### config.mk
export PLATFORM = sky130hd
export DESIGN_NAME = ivp_top
export DESIGN_NICKNAME = d
export VERILOG_FILES = /design/src/verilog/ivp_pkg.sv /design/src/verilog/ivp_pin_sync.sv /design/src/verilog/ivp_top.sv /design/src/verilog/ivp_vec_rom.sv
export VERILOG_INCLUDE_DIRS = /design/src /design/src/verilog
export SDC_FILE = /design/constraint.sdc
export NUM_CORES = 1
export LEC_CHECK = 0
export BUFFER_PORTS_ARGS = -buffer_cell sky130_fd_sc_hd__buf_2
export CORE_MARGIN = 3
export CORE_UTILIZATION = 50
export CTS_CLUSTER_DIAMETER = 50
export DETAILED_ROUTE_END_ITERATION = 16
export PLACE_DENSITY = 0.74
export REMOVE_ABC_BUFFERS = 1
export SLEW_MARGIN = 40
export SYNTH_ARGS = -nofsm -noshare
export SYNTH_HDL_FRONTEND = slang
export SYNTH_SLANG_ARGS = --single-unit
### constraint.sdc
create_clock -name clk -period 2.35 [get_ports clk]
set_input_delay 0.1175 -clock clk [delete_from_list [all_inputs] [get_ports clk]]
set_output_delay 0.1175 -clock clk [all_outputs]
set_load 0.02 [all_outputs]
### src/verilog/ivp_params.svh
// constants for the interrupt vector placement block: table addresses, codes, timing
`ifndef IVP_PARAMS_SVH
`define IVP_PARAMS_SVH

// program word addresses of the first vector of each source group
`define IVP_VEC_RESET 16'h0000
`define IVP_VEC_COMP0 16'h0002
`define IVP_VEC_PS_FAULT 16'h000A
`define IVP_VEC_PS_CYCLE_END 16'h000C
`define IVP_VEC_EXT0 16'h000E
`define IVP_VEC_WTIM_CAPTURE 16'h0016
`define IVP_VEC_NTIM_MATCH_A 16'h001E
`define IVP_VEC_CAN_MSG 16'h0024
`define IVP_VEC_CAN_TIMER_OVERFLOW_REQUEST 16'h0026
`define IVP_VEC_LIN_DONE 16'h0028
`define IVP_VEC_LIN_ERR 16'h002A
`define IVP_VEC_PCHG0 16'h002C
`define IVP_VEC_SPI_DONE 16'h0034
`define IVP_VEC_ADC_DONE 16'h0036
`define IVP_VEC_WDOG 16'h0038
`define IVP_VEC_DMEM_READY 16'h003A
`define IVP_VEC_PSTORE_READY 16'h003C

// spacing between two neighbouring vectors, in program words
`define IVP_VEC_STRIDE 16'h0002

// vector numbers of the first vector in each group
`define IVP_NUM_RESET 5'h01
`define IVP_NUM_COMP0 5'h02
`define IVP_NUM_PS_FAULT 5'h06
`define IVP_NUM_PS_CYCLE_END 5'h07
`define IVP_NUM_EXT0 5'h08
`define IVP_NUM_WTIM 5'h0C
`define IVP_NUM_NTIM 5'h10
`define IVP_NUM_CAN_MSG 5'h13
`define IVP_NUM_CAN_TIMER_OVERFLOW_REQUEST 5'h14
`define IVP_NUM_LIN_DONE 5'h15
`define IVP_NUM_LIN_ERR 5'h16
`define IVP_NUM_PCHG0 5'h17
`define IVP_NUM_SPI_DONE 5'h1B
`define IVP_NUM_ADC_DONE 5'h1C
`define IVP_NUM_WDOG 5'h1D
`define IVP_NUM_DMEM_READY 5'h1E
`define IVP_NUM_LAST 5'h1F

// vector table start addresses
`define IVP_APP_VEC_START 16'h0001
`define IVP_BOOT_VEC_OFFSET 16'h0002

// boot-reset fuse coding: 0 programmed, 1 unprogrammed
`define IVP_FUSE_PROGRAMMED 1'b0
`define IVP_FUSE_UNPROGRAMMED 1'b1

// timing counts in core clock cycles
`define IVP_CHG_WINDOW_CYC 3'h4
`define IVP_SETTLE_CYC 3'h5

`endif

### src/verilog/ivp_pkg.sv
// types shared by the interrupt vector placement block
package ivp_pkg;
    typedef logic [15:0] ivp_addr_t;
    typedef logic [4:0] ivp_vecnum_t;
    typedef enum logic [1:0] {
        st_settle,
        st_launch,
        st_run
    } ivp_state_t;
endpackage

### src/verilog/ivp_pin_sync.sv
// three-stage synchroniser with agreement filter for slow external levels
`timescale 1ns/1ps
`default_nettype none
module ivp_pin_sync #(
    parameter int WIDTH = 1,
    parameter logic [WIDTH-1:0] RST_VAL = '0
) (
    input wire logic clk,
    input wire logic nrst,
    input wire logic ce,
    input wire logic [WIDTH-1:0] pin_in,
    output logic [WIDTH-1:0] level_ff
);
    genvar i;
    generate
        for (i = 0; i < WIDTH; i = i + 1) begin : g_bit
            logic s1_ff;
            logic s2_ff;
            logic s3_ff;
            // first stage feeds only the second; the filter sees stages two and three
            always_ff @(posedge clk or negedge nrst) begin
                if (!nrst) begin
                    s1_ff <= RST_VAL[i];
                    s2_ff <= RST_VAL[i];
                    s3_ff <= RST_VAL[i];
                    level_ff[i] <= RST_VAL[i];
                end else if (ce) begin
                    s1_ff <= pin_in[i];
                    s2_ff <= s1_ff;
                    s3_ff <= s2_ff;
                    if (s2_ff == s3_ff) begin
                        level_ff[i] <= s3_ff;
                    end
                end
            end
        end
    endgenerate
endmodule // ivp_pin_sync
`default_nettype wire

### src/verilog/ivp_top.sv
// interrupt vector placement: reset address, vector base selection and vector fetch
`timescale 1ns/1ps
`default_nettype none
`include "ivp_params.svh"

module ivp_top
    import ivp_pkg::*;
#(
    parameter bit HAS_POWER_STAGE = 1'b1,
    parameter int NUM_SRC = 30
) (
    input wire logic clk,
    input wire logic nrst,
    input wire logic ce,
    input wire logic boot_reset_fuse,
    input wire logic [15:0] boot_start_addr,
    input wire logic ctrl_wr,
    input wire logic ctrl_wr_select,
    input wire logic ctrl_wr_change_enable,
    input wire logic [NUM_SRC-1:0] irq_req,
    input wire logic accept_valid,
    input wire logic [4:0] accept_vector,
    output logic ready_ff,
    output logic fetch_valid_ff,
    output logic [15:0] fetch_addr_ff,
    output logic fetch_is_reset_ff,
    output logic accept_error_ff,
    output logic [NUM_SRC-1:0] irq_req_gated_ff,
    output logic irq_hold_ff,
    output logic vector_base_select_ff,
    output logic vector_change_enable_ff,
    output logic [15:0] reset_addr_ff,
    output logic [15:0] vector_start_ff
);

    // synchronised external levels
    logic fuse_sync;
    ivp_addr_t boot_sync;

    // straps caught once after reset release
    logic fuse_latched_ff;
    ivp_addr_t boot_latched_ff;

    // reset launch sequencer
    ivp_state_t state_ff;
    ivp_state_t nxt_state;
    logic [2:0] settle_cnt_ff;

    // change window bookkeeping
    logic [2:0] chg_cnt_ff;
    logic hold_tail_ff;

    // vector table read port
    logic rom_rd_en;
    ivp_addr_t rom_addr;
    logic rom_valid;
    logic rom_unused;

    // placement helpers
    ivp_addr_t vec_base;
    ivp_addr_t placed_reset;
    logic [NUM_SRC-1:0] src_mask;
    logic irq_hold_now;

    // the fuse is a slow pin level; it resets to the unprogrammed value
    ivp_pin_sync #(
        .WIDTH(1),
        .RST_VAL(`IVP_FUSE_UNPROGRAMMED)
    ) u_fuse_sync (
        .clk(clk),
        .nrst(nrst),
        .ce(ce),
        .pin_in(boot_reset_fuse),
        .level_ff(fuse_sync)
    );

    // the boot section start comes from fuses as well, so it is filtered the same way
    ivp_pin_sync #(
        .WIDTH(16),
        .RST_VAL(16'h0000)
    ) u_boot_sync (
        .clk(clk),
        .nrst(nrst),
        .ce(ce),
        .pin_in(boot_start_addr),
        .level_ff(boot_sync)
    );

    // table lookup of accepted sources, one cycle latency
    ivp_vec_rom #(
        .HAS_POWER_STAGE(HAS_POWER_STAGE)
    ) u_rom (
        .clk(clk),
        .nrst(nrst),
        .ce(ce),
        .rd_en(rom_rd_en),
        .rd_vec(accept_vector),
        .rd_addr_ff(rom_addr),
        .rd_valid_ff(rom_valid),
        .rd_unused_ff(rom_unused)
    );

    // next state of the launch sequencer
    always_comb begin
        nxt_state = state_ff;
        case (state_ff)
            st_settle: begin
                if (settle_cnt_ff == `IVP_SETTLE_CYC) begin
                    nxt_state = st_launch;
                end
            end
            st_launch: begin
                nxt_state = st_run;
            end
            st_run: begin
                nxt_state = st_run;
            end
            default: begin
                nxt_state = st_settle;
            end
        endcase
    end

    // state register and settle counter; waits until the filtered straps are valid
    always_ff @(posedge clk or negedge nrst) begin
        if (!nrst) begin
            state_ff <= st_settle;
            settle_cnt_ff <= 3'h0;
        end else if (ce) begin
            state_ff <= nxt_state;
            if (state_ff == st_settle) begin
                settle_cnt_ff <= settle_cnt_ff + 3'h1;
            end
        end
    end

    // straps are caught by the clock after release, never by the reset itself
    always_ff @(posedge clk or negedge nrst) begin
        if (!nrst) begin
            fuse_latched_ff <= `IVP_FUSE_UNPROGRAMMED;
            boot_latched_ff <= 16'h0000;
        end else if (ce) begin
            if (state_ff == st_settle && nxt_state == st_launch) begin
                fuse_latched_ff <= fuse_sync;
                boot_latched_ff <= boot_sync;
            end
        end
    end

    // zero on the fuse means programmed
    // programmed fuse moves the reset entry to the boot section
    assign placed_reset = (fuse_latched_ff == `IVP_FUSE_PROGRAMMED) ? boot_latched_ff
                                                                    : `IVP_VEC_RESET;

    // base for every interrupt vector follows the select bit
    assign vec_base = vector_base_select_ff ? boot_latched_ff : 16'h0000;

    always_ff @(posedge clk or negedge nrst) begin
        if (!nrst) begin
            reset_addr_ff <= `IVP_VEC_RESET;
            vector_start_ff <= `IVP_APP_VEC_START;
        end else if (ce) begin
            reset_addr_ff <= placed_reset;
            if (vector_base_select_ff) begin
                vector_start_ff <= boot_latched_ff + `IVP_BOOT_VEC_OFFSET;
            end else begin
                vector_start_ff <= `IVP_APP_VEC_START;
            end
        end
    end

    // change enable set, window countdown and guarded select write
    always_ff @(posedge clk or negedge nrst) begin
        if (!nrst) begin
            vector_base_select_ff <= 1'b0;
            vector_change_enable_ff <= 1'b0;
            chg_cnt_ff <= 3'h0;
        end else if (ce) begin
            if (ctrl_wr && ctrl_wr_change_enable) begin
                // a new enable write restarts the window; select is left alone
                vector_change_enable_ff <= 1'b1;
                chg_cnt_ff <= `IVP_CHG_WINDOW_CYC;
            end else if (ctrl_wr && vector_change_enable_ff) begin
                // write inside the window takes effect and closes it
                vector_base_select_ff <= ctrl_wr_select;
                vector_change_enable_ff <= 1'b0;
                chg_cnt_ff <= 3'h0;
            end else if (vector_change_enable_ff) begin
                // window closes by itself four cycles after it opened
                chg_cnt_ff <= chg_cnt_ff - 3'h1;
                if (chg_cnt_ff == 3'h1) begin
                    vector_change_enable_ff <= 1'b0;
                end
            end
        end
    end

    // one extra cycle of hold after the select write covers the following instruction
    always_ff @(posedge clk or negedge nrst) begin
        if (!nrst) begin
            hold_tail_ff <= 1'b0;
        end else if (ce) begin
            hold_tail_ff <= ctrl_wr && !ctrl_wr_change_enable && vector_change_enable_ff;
        end
    end

    // requests are held off from the cycle the enable is set
    assign irq_hold_now = vector_change_enable_ff || hold_tail_ff
                          || (ctrl_wr && ctrl_wr_change_enable);

    // power stage entries are masked out when that unit is absent
    genvar g;
    generate
        for (g = 0; g < NUM_SRC; g = g + 1) begin : g_mask
            if ((g + 2 == 6 || g + 2 == 7) && !HAS_POWER_STAGE) begin : g_off
                assign src_mask[g] = 1'b0;
            end else begin : g_on
                assign src_mask[g] = 1'b1;
            end
        end
    endgenerate

    // gated request vector toward the core's arbiter
    always_ff @(posedge clk or negedge nrst) begin
        if (!nrst) begin
            irq_req_gated_ff <= '0;
            irq_hold_ff <= 1'b0;
        end else if (ce) begin
            irq_hold_ff <= irq_hold_now;
            if (irq_hold_now || state_ff != st_run) begin
                irq_req_gated_ff <= '0;
            end else begin
                irq_req_gated_ff <= irq_req & src_mask;
            end
        end
    end

    // accepts are only looked up once the reset fetch has gone out
    assign rom_rd_en = accept_valid && (state_ff == st_run);

    // fetch address output: reset launch or placed interrupt vector
    always_ff @(posedge clk or negedge nrst) begin
        if (!nrst) begin
            fetch_valid_ff <= 1'b0;
            fetch_addr_ff <= `IVP_VEC_RESET;
            fetch_is_reset_ff <= 1'b0;
            accept_error_ff <= 1'b0;
        end else if (ce) begin
            fetch_valid_ff <= 1'b0;
            fetch_is_reset_ff <= 1'b0;
            accept_error_ff <= 1'b0;
            if (state_ff == st_launch) begin
                fetch_valid_ff <= 1'b1;
                fetch_is_reset_ff <= 1'b1;
                fetch_addr_ff <= placed_reset;
            end else if (rom_valid && rom_unused) begin
                // unused entries never fetch; the core sees an error pulse instead
                accept_error_ff <= 1'b1;
            end else if (rom_valid) begin
                fetch_valid_ff <= 1'b1;
                fetch_addr_ff <= rom_addr + vec_base;
            end
        end
    end

    // ready rises together with the reset fetch pulse
    always_ff @(posedge clk or negedge nrst) begin
        if (!nrst) begin
            ready_ff <= 1'b0;
        end else if (ce) begin
            if (state_ff == st_launch) begin
                ready_ff <= 1'b1;
            end
        end
    end

endmodule // ivp_top
`default_nettype wire

### src/verilog/ivp_vec_rom.sv
// vector table: vector number in, table word address out one cycle later
`timescale 1ns/1ps
`default_nettype none
`include "ivp_params.svh"
module ivp_vec_rom
    import ivp_pkg::*;
#(
    parameter bit HAS_POWER_STAGE = 1'b1
) (
    input wire logic clk,
    input wire logic nrst,
    input wire logic ce,
    input wire logic rd_en,
    input wire ivp_vecnum_t rd_vec,
    output ivp_addr_t rd_addr_ff,
    output logic rd_valid_ff,
    output logic rd_unused_ff
);
    ivp_addr_t nxt_addr;
    logic nxt_unused;
    ivp_addr_t idx;

    // group base plus stride times position within the group
    always_comb begin
        idx = {11'h000, rd_vec};
        nxt_unused = 1'b0;
        nxt_addr = `IVP_VEC_RESET;
        if (rd_vec >= `IVP_NUM_DMEM_READY) begin
            nxt_addr = `IVP_VEC_DMEM_READY + `IVP_VEC_STRIDE * (idx - 16'(`IVP_NUM_DMEM_READY));
        end else if (rd_vec == `IVP_NUM_WDOG) begin
            nxt_addr = `IVP_VEC_WDOG;
        end else if (rd_vec == `IVP_NUM_ADC_DONE) begin
            nxt_addr = `IVP_VEC_ADC_DONE;
        end else if (rd_vec == `IVP_NUM_SPI_DONE) begin
            nxt_addr = `IVP_VEC_SPI_DONE;
        end else if (rd_vec >= `IVP_NUM_PCHG0) begin
            nxt_addr = `IVP_VEC_PCHG0 + `IVP_VEC_STRIDE * (idx - 16'(`IVP_NUM_PCHG0));
        end else if (rd_vec == `IVP_NUM_LIN_ERR) begin
            nxt_addr = `IVP_VEC_LIN_ERR;
        end else if (rd_vec == `IVP_NUM_LIN_DONE) begin
            nxt_addr = `IVP_VEC_LIN_DONE;
        end else if (rd_vec == `IVP_NUM_CAN_TIMER_OVERFLOW_REQUEST) begin
            nxt_addr = `IVP_VEC_CAN_TIMER_OVERFLOW_REQUEST;
        end else if (rd_vec == `IVP_NUM_CAN_MSG) begin
            nxt_addr = `IVP_VEC_CAN_MSG;
        end else if (rd_vec >= `IVP_NUM_NTIM) begin
            nxt_addr = `IVP_VEC_NTIM_MATCH_A + `IVP_VEC_STRIDE * (idx - 16'(`IVP_NUM_NTIM));
        end else if (rd_vec >= `IVP_NUM_WTIM) begin
            nxt_addr = `IVP_VEC_WTIM_CAPTURE + `IVP_VEC_STRIDE * (idx - 16'(`IVP_NUM_WTIM));
        end else if (rd_vec >= `IVP_NUM_EXT0) begin
            nxt_addr = `IVP_VEC_EXT0 + `IVP_VEC_STRIDE * (idx - 16'(`IVP_NUM_EXT0));
        end else if (rd_vec == `IVP_NUM_PS_CYCLE_END) begin
            nxt_addr = `IVP_VEC_PS_CYCLE_END;
            nxt_unused = !HAS_POWER_STAGE;
        end else if (rd_vec == `IVP_NUM_PS_FAULT) begin
            nxt_addr = `IVP_VEC_PS_FAULT;
            nxt_unused = !HAS_POWER_STAGE;
        end else if (rd_vec >= `IVP_NUM_COMP0) begin
            nxt_addr = `IVP_VEC_COMP0 + `IVP_VEC_STRIDE * (idx - 16'(`IVP_NUM_COMP0));
        end else begin
            // reset and the unused number zero are not interrupt vectors
            nxt_addr = `IVP_VEC_RESET;
            nxt_unused = 1'b1;
        end
    end

    // registered read port
    always_ff @(posedge clk or negedge nrst) begin
        if (!nrst) begin
            rd_addr_ff <= 16'h0000;
            rd_valid_ff <= 1'b0;
            rd_unused_ff <= 1'b0;
        end else if (ce) begin
            rd_valid_ff <= rd_en;
            if (rd_en) begin
                rd_addr_ff <= nxt_addr;
                rd_unused_ff <= nxt_unused;
            end
        end
    end
endmodule // ivp_vec_rom
`default_nettype wire
==> results.md <==
| Metric | This run |
|:---|:---|
| Clock Latency Late Sink | 0.44 ns |
| Vias in the first global route | 8386 |
| Worst Slack Setup Final | -0.0844 ns |
| Synth cell types | 72 |
| Routed wire length | 25.8 mm |
| Count of endpoints failing setup in the final report | 6 |
| Count of buffers from port buffering | 143 |
| Max Clock Skew | 0.0115 ns |
| Path category of the worst min-delay check | in2reg |
| # fillers | 1561 |
| Drt first-iter violations | 508 |
| Post-route antenna net violation count | 0 |
| Number of rows in the core area | 52 |
| Worst ir drop on vdd | 875 uV |
| TritonCTS clock tree | yes |
| Data required time at the worst endpoint | 2.65 ns |
| Main area contributors after synthesis | sky130_fd_sc_hd__dfrtp_1, sky130_fd_sc_hd__mux2_2, sky130_fd_sc_hd__ha_1, sky130_fd_sc_hd__o21ai_0, sky130_fd_sc_hd__nand2_1 |
| Xor and xnor area share after synthesis | 3.76% |
| Part of the cycle the worst path needs | 104% |
| Number of levels in the clock H-tree | 4 |
| Total power per unit cell area | 968 mW/mm2 |
| Main flop type after synthesis | sky130_fd_sc_hd__dfrtp_1 |
| Number of primary I/O pins | 144 |
| Largest net degree at the start of global routing | 123 |
| Number of antenna violations at the first check in global routing | 0 |
| Launch instance of the worst register-to-register path | vector_base_select_ff$_DFFE_PN0P_ |
| Clock slew seen by the registers of the worst setup and hold paths | 0.07 ns |
| Clk root buf | sky130_fd_sc_hd__clkbuf_16 |
| Max-slew violations | 0 |
| Total via count after detailed routing | 8579 |
| Wire length of the first global-routing pass | 41.6 mm |
| Pre-CTS setup slack | -0.112 ns |
| Placeable core region | 0.0204 mm2 |
| Buffers & Inverters on Critical Path | 1 |
| Failing checks | setup timing |
| Number of enable flip-flop cells after synthesis | 0 |
| Post-synthesis to final-layout area growth | 27.6% |
| Via count normalized by instance count | 5.37 |
| Placement-stage cell area | 0.0120 mm2 |
| DIE WIDTH | 150 um |
| Total DRC errors in the routed layout | 0 |
| Unrepaired setup endpoints after global routing | true |
| Tightest Pin Transition | 0.566 ns |
| Leak | 0.00623 uW |
| Dominant combinational cell family by area after synthesis | compound AO/OA/AOI/OAI gates |
| Hold path startpoint | ctrl_wr_select |
| Share of the core filled with cells | 65.3% |
| Share of synthesized registers carrying an async set or reset | 100% |
| Commonest cells after routing, fill and taps aside | sky130_fd_sc_hd__dfrtp_1, sky130_fd_sc_hd__buf_2, sky130_fd_sc_hd__nand2_1, sky130_fd_sc_hd__buf_4, sky130_fd_sc_hd__o21ai_0 |
| Status | complete, but fails checks |
| Layout cells sized above 1 | 29.8% |
| Worst Hold Depth | 2 |
| Vertical die dimension | 150 um |
| Maximum clock path buffer count | 2 |
| Critical path start-end classification | reg2reg |
| Post-synthesis cell type with the largest combined area | sky130_fd_sc_hd__dfrtp_1 |
| Final HPWL DP | 18.0 mm |
| Mux contribution to synthesized area | 8.73% |
| Final design area excluding fillers | 0.0133 mm2 |
| Most common cell after layout, fill and taps aside | sky130_fd_sc_hd__dfrtp_1 |
| Average wire per standard cell | 16.1 um |
| Timing-limited maximum frequency | 411 MHz |
| Adder and majority gate portion of the synthesized area | 6.92% |
| Number of maximum-capacitance violations | 0 |
| DR pass1 iterations | 7 |
| Initial Util | 51.1% |
| Setup crit end kind | flip-flop |
| Slowest cell delay on critical path | 0.44 ns |
| Synth Instances | 1057 |
| Simple-gate share of the synthesized area | 13.3% |
| Register bit total from synthesis | 194 |
| Cell area after technology mapping | 0.0104 mm2 |
| Overall die area | 0.0226 mm2 |
| TritonCTS sink count | 194 |
| Compound-Gate Fraction of Synth Area | 15.4% |
| Final global-route overflow total | 0 |
| Final-stage net count | 1430 |
| GPL Wtd Cong | 0.943 |
| Headroom to the max-slew limit | 62.2% |
| Final critical path time including I/O delays and setup | 2.43 ns |
| Arrival time reported for the critical path endpoint | 2.73 ns |
| Crit Path Max Fanout | 6 |
| Reg2reg path depth | 11 |
| Global-route usage over all layers | 22.8% |
| Hold Violations, Final | 0 |
| Count of warnings emitted by yosys | 0 |
| Number of inserted diodes | 0 |
| Sequential fraction of the synthesis area | 46.7% |
| CTS Buf Count | 17 |
| CP Cell Sequence | and2_4, ha_4, inv_2, fa_2, nor2b_2, o31a_1, o2111ai_2, nand3_2, o31ai_2, xor2_1, o221ai_1 |
| Syn avg cell area | 9.85 um2 |
| Top cell type's share of synthesized area | 45.2% |
| Critical path startpoint category | flip-flop |
| Total design power | 12900 uW |
| Worst-case hold path end point | vector_base_select_ff$_DFFE_PN0P_ |
| Worst reg2reg endpoint | fetch_addr_ff[13]$_DFFE_PN0P_ |
| CP top delay family | compound AO/OA/AOI/OAI gates |
| Cell with the largest stage delay on the worst path | sky130_fd_sc_hd__dfrtp_2 |
| Setup slack of the worst register-to-register path | -0.08 ns |
## synthesized netlist by cell type (15+ instances only)
library cell,number
sky130_fd_sc_hd__nor2_1,55
sky130_fd_sc_hd__dfrtp_1,188
sky130_fd_sc_hd__xnor2_1,21
sky130_fd_sc_hd__a21oi_1,66
sky130_fd_sc_hd__and2_1,17
sky130_fd_sc_hd__clkbuf_1,40
sky130_fd_sc_hd__o21ai_0,92
sky130_fd_sc_hd__nand2_1,105
sky130_fd_sc_hd__xor2_1,20
sky130_fd_sc_hd__nand2b_1,24
sky130_fd_sc_hd__inv_1,81
sky130_fd_sc_hd__nor2b_1,15
sky130_fd_sc_hd__o22ai_1,16
sky130_fd_sc_hd__nand3_1,20
sky130_fd_sc_hd__ha_1,56
sky130_fd_sc_hd__mux2_2,77
## through the flow
step	hold WS, ns	cells	TNS [ns]
final	0.0283	1597	-0.323
after floorplan	-0.178	1002	-1.53
after global routing	0.00954	1597	-1.27
after detailed placement	0.232	1509	-0.293
after CTS	0.00892	1593	-0.0294
after global placement	0.242	1509	-0.0960
## power by group
group	switching, uW	internal (uW)
sequential	656	4280
combinational	2740	2190
clock	1370	1630
## sequential cells by signal, summed over array words and instances (netlist names), 2 cells and up
register and flops:
chg_cnt_ff 3, boot_latched_ff 16, u_boot_sync.g_bit.s1_ff 16, state_ff 2, u_rom.rd_addr_ff 13, fetch_addr_ff 16
irq_req_gated_ff 30, reset_addr_ff 16, u_boot_sync.g_bit.s3_ff 16, u_boot_sync.g_bit.s2_ff 16, vector_start_ff 16, u_boot_sync.level_ff 16
settle_cnt_ff 3
## metal layers
metal	GRT usage, %	part of all wire [%]	wire length (um)	up-vias
met5	0	0	0	-
met4	5.35	1.3	335	0
met3	5.60	6.6	1690	31
met2	38.0	48	12300	282
met1	30.3	44	11400	4091
li1	-	-	-	4175
## what timing repair did
action | 4_1_cts | 5_1_grt
hold buffers | 51 | 0
gates resized for setup | 9 | 16
setup buffers | 1 | 3
endpoints found under the setup margin | 5 | 10
hold endpoints to repair | 136 | 0
pin swaps | 3 | 18
## how the worst max path moves through the flow
stage	start	slack [ns]	cells after the start	to
after global placement	vector_base_select_ff$_DFFE_PN0P_	-0.08	11	fetch_addr_ff[13]$_DFFE_PN0P_
after global routing	vector_base_select_ff$_DFFE_PN0P_	-0.22	11	fetch_addr_ff[15]$_DFFE_PN0P_
final	vector_base_select_ff$_DFFE_PN0P_	-0.08	11	fetch_addr_ff[13]$_DFFE_PN0P_
after floorplan	vector_base_select_ff$_DFFE_PN0P_	-0.32	11	fetch_addr_ff[15]$_DFFE_PN0P_
after detailed placement	vector_base_select_ff$_DFFE_PN0P_	-0.11	10	fetch_addr_ff[13]$_DFFE_PN0P_
after CTS	vector_base_select_ff$_DFFE_PN0P_	-0.01	10	fetch_addr_ff[13]$_DFFE_PN0P_
## final cells by class
type                            instances  area [um2]  area share, %
Clock buffer                           18         429           3.23
Clock inverter                         14         189           1.42
Inverter                               83         313           2.35
Multi-Input combinational cell        725        5110           38.4
Sequential cell                       194        4860           36.6
Tap cell                              270         338           2.54
Timing Repair Buffer                  293        2050           15.4
## cell families after synthesis
family | count (synthesis)
AND/OR/NAND/NOR | 281
AO/OA/AOI/OAI | 264
flip-flops | 194
buffers and inverters | 138
multiplexers | 80
adder cells (fa/ha/maj) | 57
XOR/XNOR | 43
## worst reg2reg max path: stages, from the launching register on
cell	delay, ns
sky130_fd_sc_hd__dfrtp_2	0.44
sky130_fd_sc_hd__and2_4	0.18
sky130_fd_sc_hd__ha_4	0.16
sky130_fd_sc_hd__inv_2	0.05
sky130_fd_sc_hd__fa_2	0.21
sky130_fd_sc_hd__nor2b_2	0.05
sky130_fd_sc_hd__o31a_1	0.31
sky130_fd_sc_hd__o2111ai_2	0.26
sky130_fd_sc_hd__nand3_2	0.12
sky130_fd_sc_hd__o31ai_2	0.25
sky130_fd_sc_hd__xor2_1	0.16
sky130_fd_sc_hd__o221ai_1	0.11
No activity file was read; power rests on OpenSTA's default activity.
